--- src/common/frame_codec_regs.svh ---
// What this block does
// - Type 0x08 frame is a local parameter command, read or write.
// - Parameter write by type 0x08 takes effect at once.
// - Command frame with no value bytes is a parameter read, except the AC apply command.
// - Offsets 5 and 6 hold the two ASCII name bytes.
// - Bytes from offset 7 to checksum are the value; none means read, unless the name is AC.
// - Type 0x09 queues a write until a 0x08 frame or apply command.
// - A read by type 0x09 is answered at once, never queued.
// - Both parameter frame types are answered with type 0x88.
// - Offset 4 is the frame id; zero suppresses every response.
// - Numeric values of one, two or four zero-padded bytes are accepted.
// - Type 0x10 sends the payload as one radio packet to the destination.
// - 64-bit destination 0x000000000000FFFF means broadcast.
// - Coordinator: zero 64-bit with 0xFFFE, or own 64-bit with 0x0000.
// - Unknown 16-bit destination: report discovered address in 0x8B on success.
// - 64-bit destination at offsets 5 to 12, most significant first.
// - 16-bit destination high at 13, low at 14; 0xFFFE means unknown.
// - Offset 15 is broadcast hops, zero means configured maximum; unicast ignores it.
// - Option bits: 0x01 no retries, 0x20 encryption, 0x40 extended timeout.
// - Encryption lowers the payload limit by four bytes.
// - Source routing lowers the payload limit by two bytes per hop.
// - Payload runs from offset 17 to the byte before the checksum.
// - Length counts type through last data byte only.
`ifndef FRAME_CODEC_REGS_SVH
`define FRAME_CODEC_REGS_SVH
`define START_DELIM 8'h7E
`define TYPE_PARAM_NOW 8'h08
`define TYPE_PARAM_QUEUE 8'h09
`define TYPE_TX_REQ 8'h10
`define TYPE_PARAM_RESP 8'h88
`define TYPE_TX_STATUS 8'h8B
`define OFS_TYPE 16'h0003
`define OFS_ID 16'h0004
`define OFS_NAME_HI 16'h0005
`define OFS_NAME_LO 16'h0006
`define OFS_VALUE 16'h0007
`define OFS_DEST64_LAST 16'h000C
`define OFS_DEST16_HI 16'h000D
`define OFS_DEST16_LO 16'h000E
`define OFS_RADIUS 16'h000F
`define OFS_OPTIONS 16'h0010
`define OFS_PAYLOAD 16'h0011
`define BCAST_ADDR64 64'h0000_0000_0000_FFFF
`define COORD_ADDR64 64'h0000_0000_0000_0000
`define UNKNOWN_ADDR16 16'hFFFE
`define COORD_ADDR16 16'h0000
`define OPT_NO_RETRY 0
`define OPT_APP_SEC 5
`define OPT_EXT_TIMEOUT 6
`define CHECKSUM_GOOD 8'hFF
`define APP_SEC_OVERHEAD 16'h0004
`define HOP_OVERHEAD 16'h0002
`define NAME_APPLY 16'h4143
`define VALUE_MAX_BYTES 16'h0004
`define FRAME_ID_NONE 8'h00
`endif

--- src/common/frame_codec_pkg.sv ---
`default_nettype none
package frame_codec_pkg;
	typedef enum logic [2:0] {ST_IDLE, ST_LEN_HI, ST_LEN_LO, ST_BODY, ST_CHECK} parse_state_t;
	typedef struct packed {
		parse_state_t st;
		logic [15:0] idx;
		logic [15:0] remain;
		logic [7:0] sum;
		logic [7:0] ftype;
		logic [7:0] fid;
		logic [15:0] name;
		logic [31:0] value;
		logic [15:0] vcount;
		logic [63:0] dest64;
		logic [15:0] dest16;
		logic [7:0] radius;
		logic bcast;
		logic coord;
		logic [7:0] eff_radius;
		logic no_retry;
		logic app_sec;
		logic ext_timeout;
		logic [15:0] pay_count;
		logic tx_start;
		logic tx_end;
		logic tx_good;
		logic too_long;
		logic [7:0] tx_id;
		logic tx_unknown;
		logic [15:0] tx_addr16;
		logic param_write;
		logic param_apply;
		logic param_read;
		logic pend;
		logic frame_err;
		logic value_err;
		logic resp_valid;
		logic [7:0] resp_type;
		logic [7:0] resp_id;
		logic [15:0] resp_name;
		logic [31:0] resp_data;
		logic resp_ok;
		logic stat_pend;
		logic [7:0] stat_id;
		logic [15:0] stat_addr;
		logic stat_ok;
	} codec_state_t;
endpackage : frame_codec_pkg
`default_nettype wire

--- src/common/byte_stream_if.sv ---
`timescale 1ns/100ps
`default_nettype none
interface byte_stream_if #(parameter int WIDTH = 8);
	logic valid;
	logic ready;
	logic [WIDTH-1:0] data;
	logic last;
	modport src (output valid, output data, output last, input ready);
	modport snk (input valid, input data, input last, output ready);
endinterface : byte_stream_if
`default_nettype wire

--- src/core/host_api_frame_codec.sv ---
`timescale 1ns/100ps
`default_nettype none
`include "frame_codec_regs.svh"
module host_api_frame_codec (
	input wire logic clock, // 20 MHz system clock
	input wire logic reset_n, // Asynchronous reset
	input wire logic [7:0] rx_data, // Host frame byte
	input wire logic rx_valid, // Host byte offered
	output logic rx_ready, // Byte taken when valid
	output logic [15:0] param_name, // Addressed parameter name
	output logic [31:0] param_value, // Value to write
	output logic param_write, // Stage value pulse
	output logic param_apply, // Commit staged values pulse
	output logic param_read, // Read done pulse
	input wire logic [31:0] param_rdata, // Current value of param_name
	output logic param_pending, // Queued change waiting
	input wire logic apply_changes_cmd, // Apply queued changes pulse
	input wire logic [7:0] max_hops_param, // Configured hop limit
	input wire logic encryption_enable_param, // Encryption allowed
	input wire logic [15:0] max_payload_query, // Reported payload limit
	input wire logic [7:0] route_hops, // Intermediate source route hops
	input wire logic [63:0] coord_addr, // Coordinator 64-bit address
	output logic tx_start, // Header complete pulse
	output logic [63:0] tx_dest64, // Destination 64-bit address
	output logic [15:0] tx_dest16, // Destination 16-bit address
	output logic [7:0] tx_radius, // Effective broadcast hops
	output logic tx_broadcast, // Broadcast destination
	output logic tx_to_coord, // Coordinator destination
	output logic tx_no_retry, // Retries disabled
	output logic tx_app_sec, // Encryption requested and allowed
	output logic tx_ext_timeout, // Extended timeout
	output logic [7:0] pay_data, // Payload byte
	output logic pay_last, // Last payload byte
	output logic pay_valid, // Payload byte offered
	input wire logic pay_ready, // Radio takes payload byte
	output logic tx_end, // Frame end pulse
	output logic tx_good, // Checksum matched
	output logic tx_too_long, // Payload over limit
	input wire logic tx_done, // Radio finished pulse
	input wire logic tx_ok, // Radio delivery succeeded
	input wire logic [15:0] tx_found_addr16, // Discovered 16-bit address
	output logic resp_valid, // Response ready
	input wire logic resp_ready, // Response taken
	output logic [7:0] resp_type, // Response frame type
	output logic [7:0] resp_id, // Response frame id
	output logic [15:0] resp_name, // Echoed parameter name
	output logic [31:0] resp_data, // Read value or 16-bit address
	output logic resp_ok, // Command or delivery succeeded
	output logic frame_error, // Checksum mismatch pulse
	output logic value_error // Oversized value pulse
);
	// ----------------------------------------------------------------
	// Helpers
	// ----------------------------------------------------------------
	function automatic logic [15:0] payload_limit(input logic [15:0] max_pay, input logic sec,
		input logic [7:0] hops);
		logic [15:0] cut;
		cut = (sec ? `APP_SEC_OVERHEAD : 16'h0000) + 16'(hops) * `HOP_OVERHEAD;
		payload_limit = (cut > max_pay) ? 16'h0000 : max_pay - cut;
	endfunction : payload_limit

	frame_codec_pkg::codec_state_t s_reg;
	frame_codec_pkg::codec_state_t s_next;
	byte_stream_if #(.WIDTH(8)) to_buf ();
	byte_stream_if #(.WIDTH(8)) from_buf ();
	logic take;
	logic is_payload;
	logic is_param;
	logic [7:0] sum_next;
	logic resp_free;

	two_entry_buffer #(.WIDTH(8)) pay_buf (
		.clock(clock),
		.reset_n(reset_n),
		.fill(to_buf.snk),
		.drain(from_buf.src)
	);

	// ----------------------------------------------------------------
	// Payload path
	// ----------------------------------------------------------------
	assign is_param = (s_reg.ftype == `TYPE_PARAM_NOW) || (s_reg.ftype == `TYPE_PARAM_QUEUE);
	assign is_payload = (s_reg.st == frame_codec_pkg::ST_BODY) && (s_reg.ftype == `TYPE_TX_REQ)
		&& (s_reg.idx >= `OFS_PAYLOAD);
	assign to_buf.valid = is_payload && rx_valid;
	assign to_buf.data = rx_data;
	assign to_buf.last = (s_reg.remain == 16'h0001);
	assign pay_valid = from_buf.valid;
	assign pay_data = from_buf.data;
	assign pay_last = from_buf.last;
	assign from_buf.ready = pay_ready;

	// A pending response stalls the checksum byte, so no answer is overwritten
	assign rx_ready = is_payload ? to_buf.ready
		: !((s_reg.st == frame_codec_pkg::ST_CHECK) && s_reg.resp_valid);
	assign take = rx_valid && rx_ready;
	assign sum_next = s_reg.sum + rx_data;

	// ----------------------------------------------------------------
	// Parser and responder
	// ----------------------------------------------------------------
	always_comb begin
		s_next = s_reg;
		resp_free = !s_reg.resp_valid || resp_ready;
		s_next.tx_start = 1'b0;
		s_next.tx_end = 1'b0;
		s_next.param_write = 1'b0;
		s_next.param_apply = 1'b0;
		s_next.param_read = 1'b0;
		s_next.frame_err = 1'b0;
		s_next.value_err = 1'b0;
		if (s_reg.resp_valid && resp_ready) begin
			s_next.resp_valid = 1'b0;
		end
		if (take) begin
			case (s_reg.st)
				frame_codec_pkg::ST_IDLE: begin
					if (rx_data == `START_DELIM) begin
						s_next.st = frame_codec_pkg::ST_LEN_HI;
					end
				end
				frame_codec_pkg::ST_LEN_HI: begin
					s_next.remain = {rx_data, 8'h00};
					s_next.st = frame_codec_pkg::ST_LEN_LO;
				end
				frame_codec_pkg::ST_LEN_LO: begin
					s_next.remain = {s_reg.remain[15:8], rx_data};
					s_next.idx = `OFS_TYPE;
					s_next.sum = 8'h00;
					s_next.ftype = 8'h00;
					s_next.fid = `FRAME_ID_NONE;
					s_next.vcount = 16'h0000;
					s_next.value = 32'h0000_0000;
					s_next.pay_count = 16'h0000;
					s_next.st = ({s_reg.remain[15:8], rx_data} == 16'h0000) ? frame_codec_pkg::ST_CHECK
						: frame_codec_pkg::ST_BODY;
				end
				frame_codec_pkg::ST_BODY: begin
					s_next.sum = sum_next;
					s_next.idx = s_reg.idx + 16'h0001;
					s_next.remain = s_reg.remain - 16'h0001;
					if (s_reg.remain == 16'h0001) begin
						s_next.st = frame_codec_pkg::ST_CHECK;
					end
					if (s_reg.idx == `OFS_TYPE) begin
						s_next.ftype = rx_data;
					end else if (s_reg.idx == `OFS_ID) begin
						s_next.fid = rx_data;
					end else if (is_param) begin
						if (s_reg.idx == `OFS_NAME_HI) begin
							s_next.name[15:8] = rx_data;
						end else if (s_reg.idx == `OFS_NAME_LO) begin
							s_next.name[7:0] = rx_data;
						end else begin
							// Shifting in keeps 1, 2 and 4 byte padded forms equal
							s_next.value = {s_reg.value[23:0], rx_data};
							s_next.vcount = s_reg.vcount + 16'h0001;
						end
					end else if (s_reg.ftype == `TYPE_TX_REQ) begin
						if (s_reg.idx <= `OFS_DEST64_LAST) begin
							s_next.dest64 = {s_reg.dest64[55:0], rx_data};
						end else if (s_reg.idx == `OFS_DEST16_HI) begin
							s_next.dest16[15:8] = rx_data;
						end else if (s_reg.idx == `OFS_DEST16_LO) begin
							s_next.dest16[7:0] = rx_data;
						end else if (s_reg.idx == `OFS_RADIUS) begin
							s_next.radius = rx_data;
						end else if (s_reg.idx == `OFS_OPTIONS) begin
							s_next.bcast = (s_reg.dest64 == `BCAST_ADDR64);
							s_next.coord = ((s_reg.dest64 == `COORD_ADDR64) && (s_reg.dest16 == `UNKNOWN_ADDR16))
								|| ((s_reg.dest64 == coord_addr) && (s_reg.dest16 == `COORD_ADDR16));
							if (s_reg.dest64 != `BCAST_ADDR64) begin
								s_next.eff_radius = 8'h00;
							end else if (s_reg.radius == 8'h00) begin
								s_next.eff_radius = max_hops_param;
							end else begin
								s_next.eff_radius = s_reg.radius;
							end
							// Unused option bits are taken as zero and not looked at
							s_next.no_retry = rx_data[`OPT_NO_RETRY];
							s_next.app_sec = rx_data[`OPT_APP_SEC] && encryption_enable_param;
							s_next.ext_timeout = rx_data[`OPT_EXT_TIMEOUT];
							s_next.tx_start = 1'b1;
						end else begin
							s_next.pay_count = s_reg.pay_count + 16'h0001;
						end
					end
				end
				frame_codec_pkg::ST_CHECK: begin
					s_next.st = frame_codec_pkg::ST_IDLE;
					if (sum_next != `CHECKSUM_GOOD) begin
						s_next.frame_err = 1'b1;
					end
					if (s_reg.ftype == `TYPE_TX_REQ) begin
						// Payload already streamed; the radio drops it on a bad checksum
						s_next.tx_end = 1'b1;
						s_next.tx_good = (sum_next == `CHECKSUM_GOOD);
						s_next.too_long = s_reg.pay_count > payload_limit(max_payload_query,
							s_reg.app_sec, route_hops);
						s_next.tx_id = s_reg.fid;
						s_next.tx_unknown = (s_reg.dest16 == `UNKNOWN_ADDR16);
						s_next.tx_addr16 = s_reg.dest16;
					end else if (is_param && (sum_next == `CHECKSUM_GOOD)) begin
						s_next.resp_ok = 1'b1;
						s_next.resp_data = 32'h0000_0000;
						if (s_reg.name == `NAME_APPLY) begin
							s_next.param_apply = 1'b1;
							s_next.pend = 1'b0;
						end else if (s_reg.vcount == 16'h0000) begin
							s_next.param_read = 1'b1;
							s_next.resp_data = param_rdata;
							if (s_reg.ftype == `TYPE_PARAM_NOW) begin
								s_next.param_apply = s_reg.pend;
								s_next.pend = 1'b0;
							end
						end else if (s_reg.vcount > `VALUE_MAX_BYTES) begin
							s_next.value_err = 1'b1;
							s_next.resp_ok = 1'b0;
						end else begin
							s_next.param_write = 1'b1;
							if (s_reg.ftype == `TYPE_PARAM_NOW) begin
								s_next.param_apply = 1'b1;
								s_next.pend = 1'b0;
							end else begin
								s_next.pend = 1'b1;
							end
						end
						if (s_reg.fid != `FRAME_ID_NONE) begin
							s_next.resp_valid = 1'b1;
							s_next.resp_type = `TYPE_PARAM_RESP;
							s_next.resp_id = s_reg.fid;
							s_next.resp_name = s_reg.name;
						end
					end
				end
				default: begin
					s_next.st = frame_codec_pkg::ST_IDLE;
				end
			endcase
		end
		if (apply_changes_cmd) begin
			s_next.param_apply = 1'b1;
			// Set wins: a queued write staged in this same cycle stays pending
			s_next.pend = s_next.pend && s_next.param_write;
		end
		// Delivery report waits for the response slot; a new report arriving
		// in the drain cycle is kept, not lost
		if (s_reg.stat_pend && resp_free && !s_next.resp_valid) begin
			s_next.stat_pend = 1'b0;
			s_next.resp_valid = 1'b1;
			s_next.resp_type = `TYPE_TX_STATUS;
			s_next.resp_id = s_reg.stat_id;
			s_next.resp_name = 16'h0000;
			s_next.resp_data = {16'h0000, s_reg.stat_addr};
			s_next.resp_ok = s_reg.stat_ok;
		end
		if (tx_done && (s_reg.tx_id != `FRAME_ID_NONE)) begin
			s_next.stat_pend = 1'b1;
			s_next.stat_id = s_reg.tx_id;
			s_next.stat_ok = tx_ok;
			s_next.stat_addr = (tx_ok && s_reg.tx_unknown) ? tx_found_addr16 : s_reg.tx_addr16;
		end
	end

	always_ff @(posedge clock or negedge reset_n) begin
		if (!reset_n) begin
			s_reg <= '0;
		end else begin
			s_reg <= s_next;
		end
	end

	// ----------------------------------------------------------------
	// Outputs
	// ----------------------------------------------------------------
	assign param_name = s_reg.name;
	assign param_value = s_reg.value;
	assign param_write = s_reg.param_write;
	assign param_apply = s_reg.param_apply;
	assign param_read = s_reg.param_read;
	assign param_pending = s_reg.pend;
	assign tx_start = s_reg.tx_start;
	assign tx_dest64 = s_reg.dest64;
	assign tx_dest16 = s_reg.dest16;
	assign tx_radius = s_reg.eff_radius;
	assign tx_broadcast = s_reg.bcast;
	assign tx_to_coord = s_reg.coord;
	assign tx_no_retry = s_reg.no_retry;
	assign tx_app_sec = s_reg.app_sec;
	assign tx_ext_timeout = s_reg.ext_timeout;
	assign tx_end = s_reg.tx_end;
	assign tx_good = s_reg.tx_good;
	assign tx_too_long = s_reg.too_long;
	assign resp_valid = s_reg.resp_valid;
	assign resp_type = s_reg.resp_type;
	assign resp_id = s_reg.resp_id;
	assign resp_name = s_reg.resp_name;
	assign resp_data = s_reg.resp_data;
	assign resp_ok = s_reg.resp_ok;
	assign frame_error = s_reg.frame_err;
	assign value_error = s_reg.value_err;
endmodule : host_api_frame_codec
`default_nettype wire

--- src/core/two_entry_buffer.sv ---
`timescale 1ns/100ps
`default_nettype none
module two_entry_buffer #(parameter int WIDTH = 8) (
	input wire logic clock, // System clock
	input wire logic reset_n, // Asynchronous reset
	byte_stream_if.snk fill, // Filling side
	byte_stream_if.src drain // Draining side
);
	typedef struct packed {
		logic [WIDTH:0] head;
		logic [WIDTH:0] tail;
		logic [1:0] count;
	} buf_state_t;

	buf_state_t s_reg;
	buf_state_t s_next;
	logic push;
	logic pop;

	assign fill.ready = (s_reg.count != 2'h2);
	assign drain.valid = (s_reg.count != 2'h0);
	assign drain.data = s_reg.head[WIDTH-1:0];
	assign drain.last = s_reg.head[WIDTH];
	assign push = fill.valid && fill.ready;
	assign pop = drain.valid && drain.ready;

	always_comb begin
		s_next = s_reg;
		if (pop && !push) begin
			s_next.head = s_reg.tail;
			s_next.count = s_reg.count - 2'h1;
		end else if (push && !pop) begin
			if (s_reg.count == 2'h0) begin
				s_next.head = {fill.last, fill.data};
			end else begin
				s_next.tail = {fill.last, fill.data};
			end
			s_next.count = s_reg.count + 2'h1;
		end else if (push && pop) begin
			// Full buffer cannot push, so count is one here
			s_next.head = {fill.last, fill.data};
		end
	end

	always_ff @(posedge clock or negedge reset_n) begin
		if (!reset_n) begin
			s_reg <= '0;
		end else begin
			s_reg <= s_next;
		end
	end
endmodule : two_entry_buffer
`default_nettype wire

--- config.mk ---
export PLATFORM = sky130hd
export DESIGN_NAME = host_api_frame_codec
export DESIGN_NICKNAME = d
export VERILOG_FILES = /design/src/common/frame_codec_pkg.sv /design/src/common/byte_stream_if.sv /design/src/core/host_api_frame_codec.sv /design/src/core/two_entry_buffer.sv
export VERILOG_INCLUDE_DIRS = /design/src /design/src/common
export SDC_FILE = /design/constraint.sdc
export NUM_CORES = 1
export LEC_CHECK = 0
export BUFFER_PORTS_ARGS = -buffer_cell sky130_fd_sc_hd__buf_4
export CAP_MARGIN = 15
export CORE_MARGIN = 2
export CORE_UTILIZATION = 40
export DETAILED_ROUTE_END_ITERATION = 8
export GPL_TIMING_DRIVEN = 0
export PLACE_DENSITY_LB_ADDON = 0.15
export REMOVE_ABC_BUFFERS = 1
export SETUP_SLACK_MARGIN = 0.5
export SLEW_MARGIN = 40
export SYNTH_ARGS = -nofsm -noshare
export SYNTH_HDL_FRONTEND = slang
export SYNTH_HIERARCHICAL = 1
export SYNTH_SLANG_ARGS = --single-unit
--- constraint.sdc ---
create_clock -name clock -period 10.9 [get_ports clock]
set_input_delay 0.545 -clock clock [delete_from_list [all_inputs] [get_ports clock]]
set_output_delay 0.545 -clock clock [all_outputs]
set_load 0.005 [all_outputs]
==> reports/qor.yml, run 1 <==
place_ws_ns: 6.05
numCtsBuffers: 44
port_buffers: 384
cts.clk_slew.worst_paths_ns: 0.06
critPathRequiredTime_ns: 11.32
design.core.area_sq_um: 50400
maxCapViolCount: 0
rsz0062_at_grt: "false"
rows: 82
worstMarginPinSlew_ns: 0.949
finalHoldViolCount: 0
root_buffer: "clkbuf_16"
totalNegativeSetupSlack_ns: 0
clock_sinks: 381
cts_tree: "built"
drt-initial-drc-count: 960
synth-seq-cells: 381
grt_overflow: 0
layout-drive-gt1-share_pct: 28.6
ys_types: 78
initial_utilization_pct: 40.7
route.detailed.drc: 0
synth_cells: 2086
worst_slack_ns: 6.28
finalNetCount: 2457
ir_worst_vdd_v: 0.000116
p_leak_nw: 12.2
num_vias: 15500
worst-path-max-fanout: 4
grt_antenna_before_repair: 0
synth_warnings: 6
synthArstFlopShare_pct: 100
grt_usage_pct: 21.2
wirelength_microns: 56600
synth_area_per_cell_sq_um: 9.82
first_pass_iters: 5
synthesis.area_sq_um: 20500
dpl.hpwl_microns: 40500
ys_seq_area_share_pct: 46.5
ant_nets: 0
grt_max_degree: 74
final_cell_mix: "buf_4, dfrtp_1, nand2_1, mux2_2, o21ai_0"
die-width_microns: 230
grt_pass1_wl_microns: 88900
hold_path_class: "input pin to flip-flop"
powerDensity_nw_per_um2: 178
num_io_pins: 389
h-tree-depth: 2
ys.flop_type: "dfrtp_1"
crit_type: "flip-flop to flip-flop"
cp_data_arrival_time_ns: 5.04
cts_max_path_buffers: 3
worstSetupEndpointType: "flip-flop"
cts_repair_resize_count: 0
wl_per_cell_microns: 19.2
power_mw: 4.33
grt_pass1_vias: 15400
dieArea_sq_um: 53000
final_common_cell: "buf_4"
place_congestion: 0.848
slew_headroom_pct: 36.2
status: "complete, no violations"
viasPerCell: 5.26
antenna_cells: 0
synth-edff-count: 0
clock_skew_ns: 0.0310
clk-insertion-delay-late_ns: 0.59
slew_viol_final: 0
worst_setup_path_start_kind: "flip-flop"
max_freq_mhz: 217
final-setup-viol-count: 0
layout_min_cycle_time_ns: 4.62
syn_to_final_growth_pct: 18.7
largest_reg_flops: 150
finalCritPeriodShare_pct: 42.4
die_y_microns: 230
[worst max-delay path: stages, from the launching register on]
cell and delay [ns]:
dfrtp_1 0.43, ha_1 0.24, ha_1 0.28, inv_1 0.04
ha_1 0.30, nor2b_1 0.14, o21ai_0 0.24, a21boi_0 0.13
o21ai_0 0.28, a21boi_0 0.26, o41ai_1 0.53, xor2_1 0.21
nand2_1 0.08, ha_1 0.31, nand2_1 0.11, nor3_1 0.07
a2111oi_0 0.41, o31ai_1 0.15, a31oi_1 0.19, o31ai_1 0.09
[power by group]
group	total [mW]	internal (mW)	switching, mW	leakage, nW
sequential	1.74	1.56	0.175	5.26
combinational	1.05	0.456	0.591	6.15
clock	1.55	0.937	0.614	0.747
[per-layer routing]
metal	vias to the layer above	wire, microns	global-route usage [%]	share of wire, %
li1	7369	-	-	-
met4	0	997	4.96	1.8
met5	-	0	0	0
met3	65	3110	4.14	5.5
met2	384	27000	34.6	48
met1	7710	25400	29.2	45
[what timing repair did]
action,4_1_cts,5_1_grt
buffers inserted,0,0
hold buffers,1,0
setup endpoints to repair,0,0
endpoints found under the hold margin,50,0
[kinds of logic (layout without fill, tap and decap cells)]
kind of cell	after synthesis	after routing	share of synthesized area (%)
other	1	4	0.0183
adder cells (fa/ha/maj)	48	48	3.00
AND/OR/NAND/NOR	761	761	17.6
flip-flops	381	381	46.5
buffers and inverters	323	515	10.0
multiplexers	164	164	8.84
XOR/XNOR	110	110	4.70
AO/OA/AOI/OAI	298	298	9.25
[worst paths after layout]
path / start / endpoint / slack [ns] / cells after the start
setup / recovery: tx_app_sec$_DFFE_PN0P_ / tx_too_long$_DFFE_PN0P_ / 6.28 / 19
hold / removal: apply_changes_cmd / param_apply$_DFF_PN0_ / 0.19 / 2
setup reg to reg: tx_app_sec$_DFFE_PN0P_ / tx_too_long$_DFFE_PN0P_ / 6.28 / 19
hold reg to reg: s_reg[17]$_DFFE_PN0P_ / s_reg[17]$_DFFE_PN0P_ / 0.47 / 2
max in group asynchronous: reset_n / s_reg[136]$_DFFE_PN0P_ / 9.17 / 5
min in group asynchronous: reset_n / tx_dest64[48]$_DFFE_PN0P_ / 0.49 / 2
[synth_stat cells, drive strengths merged (5+ instances only)]
cell type	number	area [sq um]
o31ai	12	90.1
a22oi	17	128
nor3	27	140
nor3b	5	37.5
mux2i	29	290
a21o	11	82.6
nor2b	11	68.8
nand3b	7	56.3
mux2	135	1520
buf	232	1700
o21ai	128	644
nand2	343	1290
nor4	40	256
a22o	22	193
and3	15	93.8
xnor2	88	771
or3	12	75.1
clkbuf	60	225
nand2b	12	75.1
dfrtp	381	9530
o21a	5	37.5
nand3	85	438
or2	9	56.3
or4	15	116
xor2	22	193
ha	46	576
and2	6	37.5
nor2	114	443
a31oi	7	43.8
nand4	45	282
a21oi	55	287
inv	30	113
[per-stage QoR]
stage	util (%)	hold WS (ns)	cell area (sq um)	cells
after global routing	48.3	0.166	24300	2953
final	48.3	0.186	24300	2953
after global placement	44.3	0.454	22300	2853
after CTS	48.3	0.142	24300	2953
after detailed placement	45.2	0.462	22800	2873
after floorplan	-	0.249	18600	1797
[area by class of cell]
cell class | count | area (sq um)
clock buffer | 59 | 1230
inverter | 31 | 129
timing repair buffer | 405 | 3240
tap | 672 | 841
sequential | 381 | 9540
clock inverter | 20 | 289
fill | 4770 | 26100
multi-input combinational | 1385 | 9040
No activity file was read; power rests on OpenSTA's default activity.
==> inputs of run 2 (changes only) <==
Clock period 10.9 ns to 4.8 ns, I/O delays scaled along.
==> reports/qor.yml, run 2 (synthesis gave the netlist of run 1 again) <==
clock_sinks: 381  # unchanged
worstMarginPinSlew_ns: 0.875  # was 0.949 ns
antenna_cells: 0  # unchanged
drt-initial-drc-count: 968  # was 960
grt_overflow: 0  # unchanged
layout-drive-gt1-share_pct: 28.2  # was 28.6%
clock_skew_ns: 0.0304  # was 0.0310 ns
critical_path_buf_inv_count: 1  # unchanged
dieArea_sq_um: 53000  # unchanged
syn_to_final_growth_pct: 21.9  # was 18.7%
port_buffers: 384  # unchanged
die-width_microns: 230  # unchanged
initial_utilization_pct: 40.7  # unchanged
first_pass_iters: 5  # unchanged
design.core.area_sq_um: 50400  # unchanged
final_cell_mix: "buf_4, dfrtp_1, nand2_1, mux2_2, o21ai_0"  # unchanged
rows: 82  # unchanged
maxCapViolCount: 0  # unchanged
dpl.hpwl_microns: 40500  # unchanged
grt.busiest_layer: "met2"  # unchanged
use_met3_pct: 4.15  # was 4.14%
wirelength_microns: 57400  # was 56,600 microns
finalHoldViolCount: 0  # unchanged
slew_headroom_pct: 41.2  # was 36.2%
grt_pass1_wl_microns: 90200  # was 88,900 microns
p_leak_nw: 12.4  # was 12.2 nW
grt_usage_pct: 21.5  # was 21.2%
grt_pass1_vias: 15700  # was 15,400
status: "complete, no violations"  # unchanged
worstHoldStart: "rx_data[6]"  # was apply_changes_cmd
powerDensity_nw_per_um2: 397  # was 178 nW/um^2
cts_tree: "built"  # unchanged
instances_no_fill: 3016  # was 2,953
route.detailed.drc: 0  # unchanged
final-setup-viol-count: 0  # unchanged
slew_viol_final: 0  # unchanged
max_freq_mhz: 239  # was 217 MHz
critPathRequiredTime_ns: 5.22  # was 11.32 ns
path_cells: "ha_1, ha_1, inv_1, ha_1, nor2b_1, o21ai_2, a21boi_0, o21ai_1, a21boi_2, o21a_1, o31a_1, nand2_1, ha_1, a21o_1, a21o_1, a21oi_1, nor2_1, a2111oi_2, o31ai_1, a31oi_1, o31ai_1"  # was ha_1, ha_1, inv_1, ha_1, nor2b_1, o21ai_0, a21boi_0, o21ai_0, a21boi_0, o41ai_1, xor2_1, nand2_1, ha_1, nand2_1, nor3_1, a2111oi_0, o31ai_1, a31oi_1, o31ai_1
cp_data_arrival_time_ns: 4.62  # was 5.04 ns
worst-path-max-fanout: 4  # unchanged
worstSetupEndpointType: "flip-flop"  # unchanged
rsz0062_at_grt: "true"  # was false
met1_usage_pct: 29.4  # was 29.2%
gr-usage-met2_pct: 35.1  # was 34.6%
cp_top_family: "compound AO/OA/AOI/OAI gates"  # unchanged
cts.clk_slew.worst_paths_ns: 0.06  # about the same
finalInstanceArea_sq_um: 25000  # was 24,300 sq um
place_congestion: 0.848  # unchanged
h-tree-depth: 2  # unchanged
die_y_microns: 230  # unchanged
final_common_cell: "buf_4"  # unchanged
hold_path_class: "input pin to flip-flop"  # unchanged
finalCritPeriodShare_pct: 87.3  # was 42.4%
grt_max_degree: 74  # unchanged
place_area_sq_um: 22800  # unchanged
num_vias: 15800  # was 15,500
wl_per_cell_microns: 19.0  # was 19.2 microns
power_mw: 9.91  # was 4.33 mW
dp.cells: 2873  # unchanged
clk-insertion-delay-late_ns: 0.59  # about the same
crit_type: "flip-flop to flip-flop"  # unchanged
ant_nets: 0  # unchanged
layout_min_cycle_time_ns: 4.19  # was 4.62 ns
hold_ws_ns: 0.0518  # was 0.186 ns
multiInputGateArea_sq_um: 9080  # was 9040 sq um
reg2reg_from: "tx_app_sec$_DFFE_PN0P_"  # unchanged
viasPerCell: 5.23  # was 5.26
largest_reg_flops: 150  # unchanged
worst_setup_path_start_kind: "flip-flop"  # unchanged
num_io_pins: 389  # unchanged
ir_worst_vdd_v: 0.000264  # was 0.000116 V
critPathMostFrequentCell: "ha_1"  # unchanged
finalNetCount: 2520  # was 2,457
cts_max_path_buffers: 3  # unchanged
cp-startpoint: "tx_app_sec$_DFFE_PN0P_"  # unchanged
root_buffer: "clkbuf_16"  # unchanged
slowest_delay_ns: 0.43  # was 0.53 ns
grt_antenna_before_repair: 0  # unchanged
fillers: 4710  # was 4,770
regArea_sq_um: 9540  # unchanged
numCtsBuffers: 44  # unchanged
cpMaxStageDelayCell: "dfrtp_1"  # was o41ai_1
## run 2: cell count changes in the layout (fill, tap and decap cells not counted), moves of 2 or more
cell | previous run | this run
a21boi_0 | 3 | 1
buf_4 | 386 | 389
o21ai_0 | 117 | 115
dlygate4sd3_1 | 1 | 61
## run 2: worst min-delay path: stages
cell	delay [ns]
buf_4	0.21
nand2_1	0.09
nand2_1	0.04
## run 2: final timing paths
path	endpoint	slack, ns	depth (start not counted)
worst max-delay path	tx_too_long$_DFFE_PN0P_	0.61	21
worst min-delay path	tx_ext_timeout$_DFFE_PN0P_	0.05	3
worst max register to register	tx_too_long$_DFFE_PN0P_	0.61	21
worst min register to register	s_reg[17]$_DFFE_PN0P_	0.47	2
max in group asynchronous	s_reg[136]$_DFFE_PN0P_	3.38	5
min in group asynchronous	tx_dest64[48]$_DFFE_PN0P_	0.19	2
## run 2: metrics by stage
step | utilization, % | TNS, ns | worst slack (ns)
after CTS | 49.5 | 0 | 0.524
after detailed placement | 45.2 | 0 | 0.166
final | 49.6 | 0 | 0.608
after global placement | 44.3 | -318.14 | -4.27
after global routing | 49.6 | 0 | 0.355
after floorplan | - | -2.21 | -0.561
## run 2: final cells by class
class                           instances  share of cell area [%]
Sequential cell                       381                    38.2
Clock buffer                           59                    4.92
Clock inverter                         20                    1.16
Multi-Input combinational cell       1385                    36.4
Timing Repair Buffer                  468                    15.5
Tap cell                              672                    3.37
Inverter                               31                   0.516
## run 2: layer usage
metal  wire [microns]  vias up
met1            25800     7808
met4             1100        0
li1                 -     7492
met5                0        -
met2            27500      412
met3             3010       76
## run 2: what timing repair did
action	CTS	global route
pin swaps	0	2
setup buffers	1	2
endpoints found under the setup margin	2	18
endpoints found under the hold margin	200	0
hold buffers	61	0
resized for setup	6	7
## run 2: power by group
| part | switching, mW | internal [mW] |
|---|---|---|
| Combinational | 1.37 | 1.08 |
| Sequential | 0.402 | 3.54 |
| Clock | 1.40 | 2.13 |
==> inputs of run 3 (changes only) <==
Settings changed: CAP_MARGIN 15 to 20, GPL_ROUTABILITY_DRIVEN set to 0.
Clock period 4.8 ns to 4.3 ns, I/O delays scaled along.
==> reports/qor.yml, run 3 (synthesis gave the netlist of run 1 again) <==
cts_max_path_buffers: 3  # unchanged
critPathRequiredTime_ns: 4.72  # was 5.22 ns
cp_data_arrival_time_ns: 4.24  # was 4.62 ns
design.core.area_sq_um: 50400  # unchanged
worst-path-max-fanout: 3  # was 4
num_io_pins: 389  # unchanged
worstSetupEndpointType: "flip-flop"  # unchanged
dieArea_sq_um: 53000  # unchanged
worstMarginPinSlew_ns: 0.887  # was 0.875 ns
final_cell_mix: "buf_4, dfrtp_1, nand2_1, mux2_2, o21ai_0"  # unchanged
cts_tree: "built"  # unchanged
rsz0062_at_grt: "true"  # unchanged
layout-drive-gt1-share_pct: 30.2  # was 28.2%
multiInputGateArea_sq_um: 9350  # was 9080 sq um
worst_setup_path_start_kind: "flip-flop"  # unchanged
crit_type: "flip-flop to flip-flop"  # unchanged
rows: 82  # unchanged
die_y_microns: 230  # unchanged
clock_sinks: 381  # unchanged
root_buffer: "clkbuf_16"  # unchanged
max_freq_mhz: 262  # was 239 MHz
clock_skew_ns: 0.0273  # was 0.0304 ns
route.detailed.drc: 0  # unchanged
syn_to_final_growth_pct: 24.2  # was 21.9%
dpl.hpwl_microns: 40500  # unchanged
grt_antenna_before_repair: 0  # unchanged
finalHoldViolCount: 0  # unchanged
grt_pass1_vias: 15800  # was 15,700
numCtsBuffers: 44  # unchanged
cts.clk_slew.worst_paths_ns: 0.06  # about the same
status: "complete, no violations"  # unchanged
regArea_sq_um: 9540  # about the same
grt_usage_pct: 21.7  # was 21.5%
p_leak_nw: 12.6  # was 12.4 nW
slew_viol_final: 0  # unchanged
grt_overflow: 0  # unchanged
hold_path_class: "input pin to flip-flop"  # unchanged
ir_worst_vdd_v: 0.000295  # was 0.000264 V
maxCapViolCount: 0  # unchanged
h-tree-depth: 2  # unchanged
final_common_cell: "buf_4"  # unchanged
ant_nets: 0  # unchanged
port_buffers: 384  # unchanged
grt_max_degree: 74  # unchanged
fillers: 4672  # was 4,710
finalCritPeriodShare_pct: 88.6  # was 87.3%
clk-insertion-delay-late_ns: 0.59  # about the same
wirelength_microns: 58900  # was 57,400 microns
power_mw: 11.2  # was 9.91 mW
finalNetCount: 2544  # was 2,520
viasPerCell: 5.29  # was 5.23
antenna_cells: 0  # unchanged
wl_per_cell_microns: 19.4  # was 19.0 microns
grt_pass1_wl_microns: 90700  # was 90,200 microns
first_pass_iters: 5  # unchanged
hold_ws_ns: 0.0314  # was 0.0518 ns
layout_min_cycle_time_ns: 3.81  # was 4.19 ns
final-setup-viol-count: 0  # unchanged
powerDensity_nw_per_um2: 440  # was 397 nW/um^2
die-width_microns: 230  # unchanged
initial_utilization_pct: 40.7  # unchanged
slew_headroom_pct: 40.5  # was 41.2%
drt-initial-drc-count: 963  # was 968
largest_reg_flops: 150  # unchanged
num_vias: 16100  # was 15,800
-- run 3: cell types whose count changed in the layout (fill, tap and decap cells not counted), moves of 4 or more --
cell and change:
ha_1 -6, buf_4 +16, ha_4 +6, o21ai_0 -4
-- run 3: power by group --
group / leakage, nW / internal, mW / switching [mW]
Combinational: 6.59 / 1.23 / 1.61
Clock: 0.747 / 2.37 / 1.56
Sequential: 5.26 / 3.96 / 0.449
Total: 12.6 / 7.57 / 3.62
-- run 3: layer usage --
layer / GRT usage [%] / vias to the layer above / routed length [microns]
met2: 35.4 / 438 / 28000
met5: 0 / - / 0
met1: 29.6 / 8012 / 26500
met3: 4.14 / 82 / 3150
met4: 5.40 / 0 / 1200
li1: - / 7558 / -
-- run 3: critical path, cell delays in order, from the launching register on --
cell and delay [ns]:
dfrtp_2 0.44, ha_4 0.19, ha_4 0.16, xnor2_2 0.13
ha_1 0.34, a21boi_4 0.16, o211ai_1 0.31, a21o_1 0.20
nand4_1 0.17, o31a_1 0.18, nand2_2 0.08, ha_4 0.20
a21o_1 0.15, a21o_1 0.15, a21oi_2 0.11, nor2_1 0.06
a2111oi_2 0.26, o31ai_2 0.12, a31oi_1 0.15, o31ai_1 0.08
-- run 3: area by class of cell --
class / count / share of cell area, %
clock buffers: 59 / 4.83
clock inverters: 20 / 1.14
inverters: 31 / 0.507
multi-input cells: 1388 / 36.8
flip-flops and latches: 381 / 37.5
well taps: 672 / 3.30
repair buffers: 489 / 16.0
-- run 3: worst paths after layout --
path	from	to	slack, ns	cells after the start
max	tx_app_sec$_DFFE_PN0P_	tx_too_long$_DFFE_PN0P_	0.49	19
min in group asynchronous	reset_n	tx_dest64[48]$_DFFE_PN0P_	0.17	2
min	rx_data[6]	tx_ext_timeout$_DFFE_PN0P_	0.03	3
min reg2reg	s_reg[107]$_DFFE_PN0P_	s_reg[107]$_DFFE_PN0P_	0.47	2
max in group asynchronous	reset_n	resp_name[4]$_DFFE_PN0P_	2.90	5
max reg2reg	tx_app_sec$_DFFE_PN0P_	tx_too_long$_DFFE_PN0P_	0.49	19
-- run 3: metrics by stage --
step | setup TNS [ns] | std cells | instance area (sq um) | setup slack (ns) | utilization [%]
2_1_floorplan | -17.56 | 1797 | 18600 | -1.06 | -
3_3_place_gp | -593.20 | 2853 | 22300 | -4.77 | 44.3
3_5_place_dp | -1.55 | 2873 | 22800 | -0.334 | 45.2
4_1_cts | 0 | 3022 | 25000 | 0.207 | 49.7
5_1_grt | 0 | 3040 | 25400 | 0.288 | 50.5
6_report | 0 | 3040 | 25400 | 0.489 | 50.5
-- run 3: timing repair --
action	CTS	global route
setup buffers	8	15
pin swaps	6	32
gates cloned	1	3
endpoints found under the hold margin	223	0
endpoints found under the setup margin	102	138
hold buffers	61	0
resized for setup	16	47
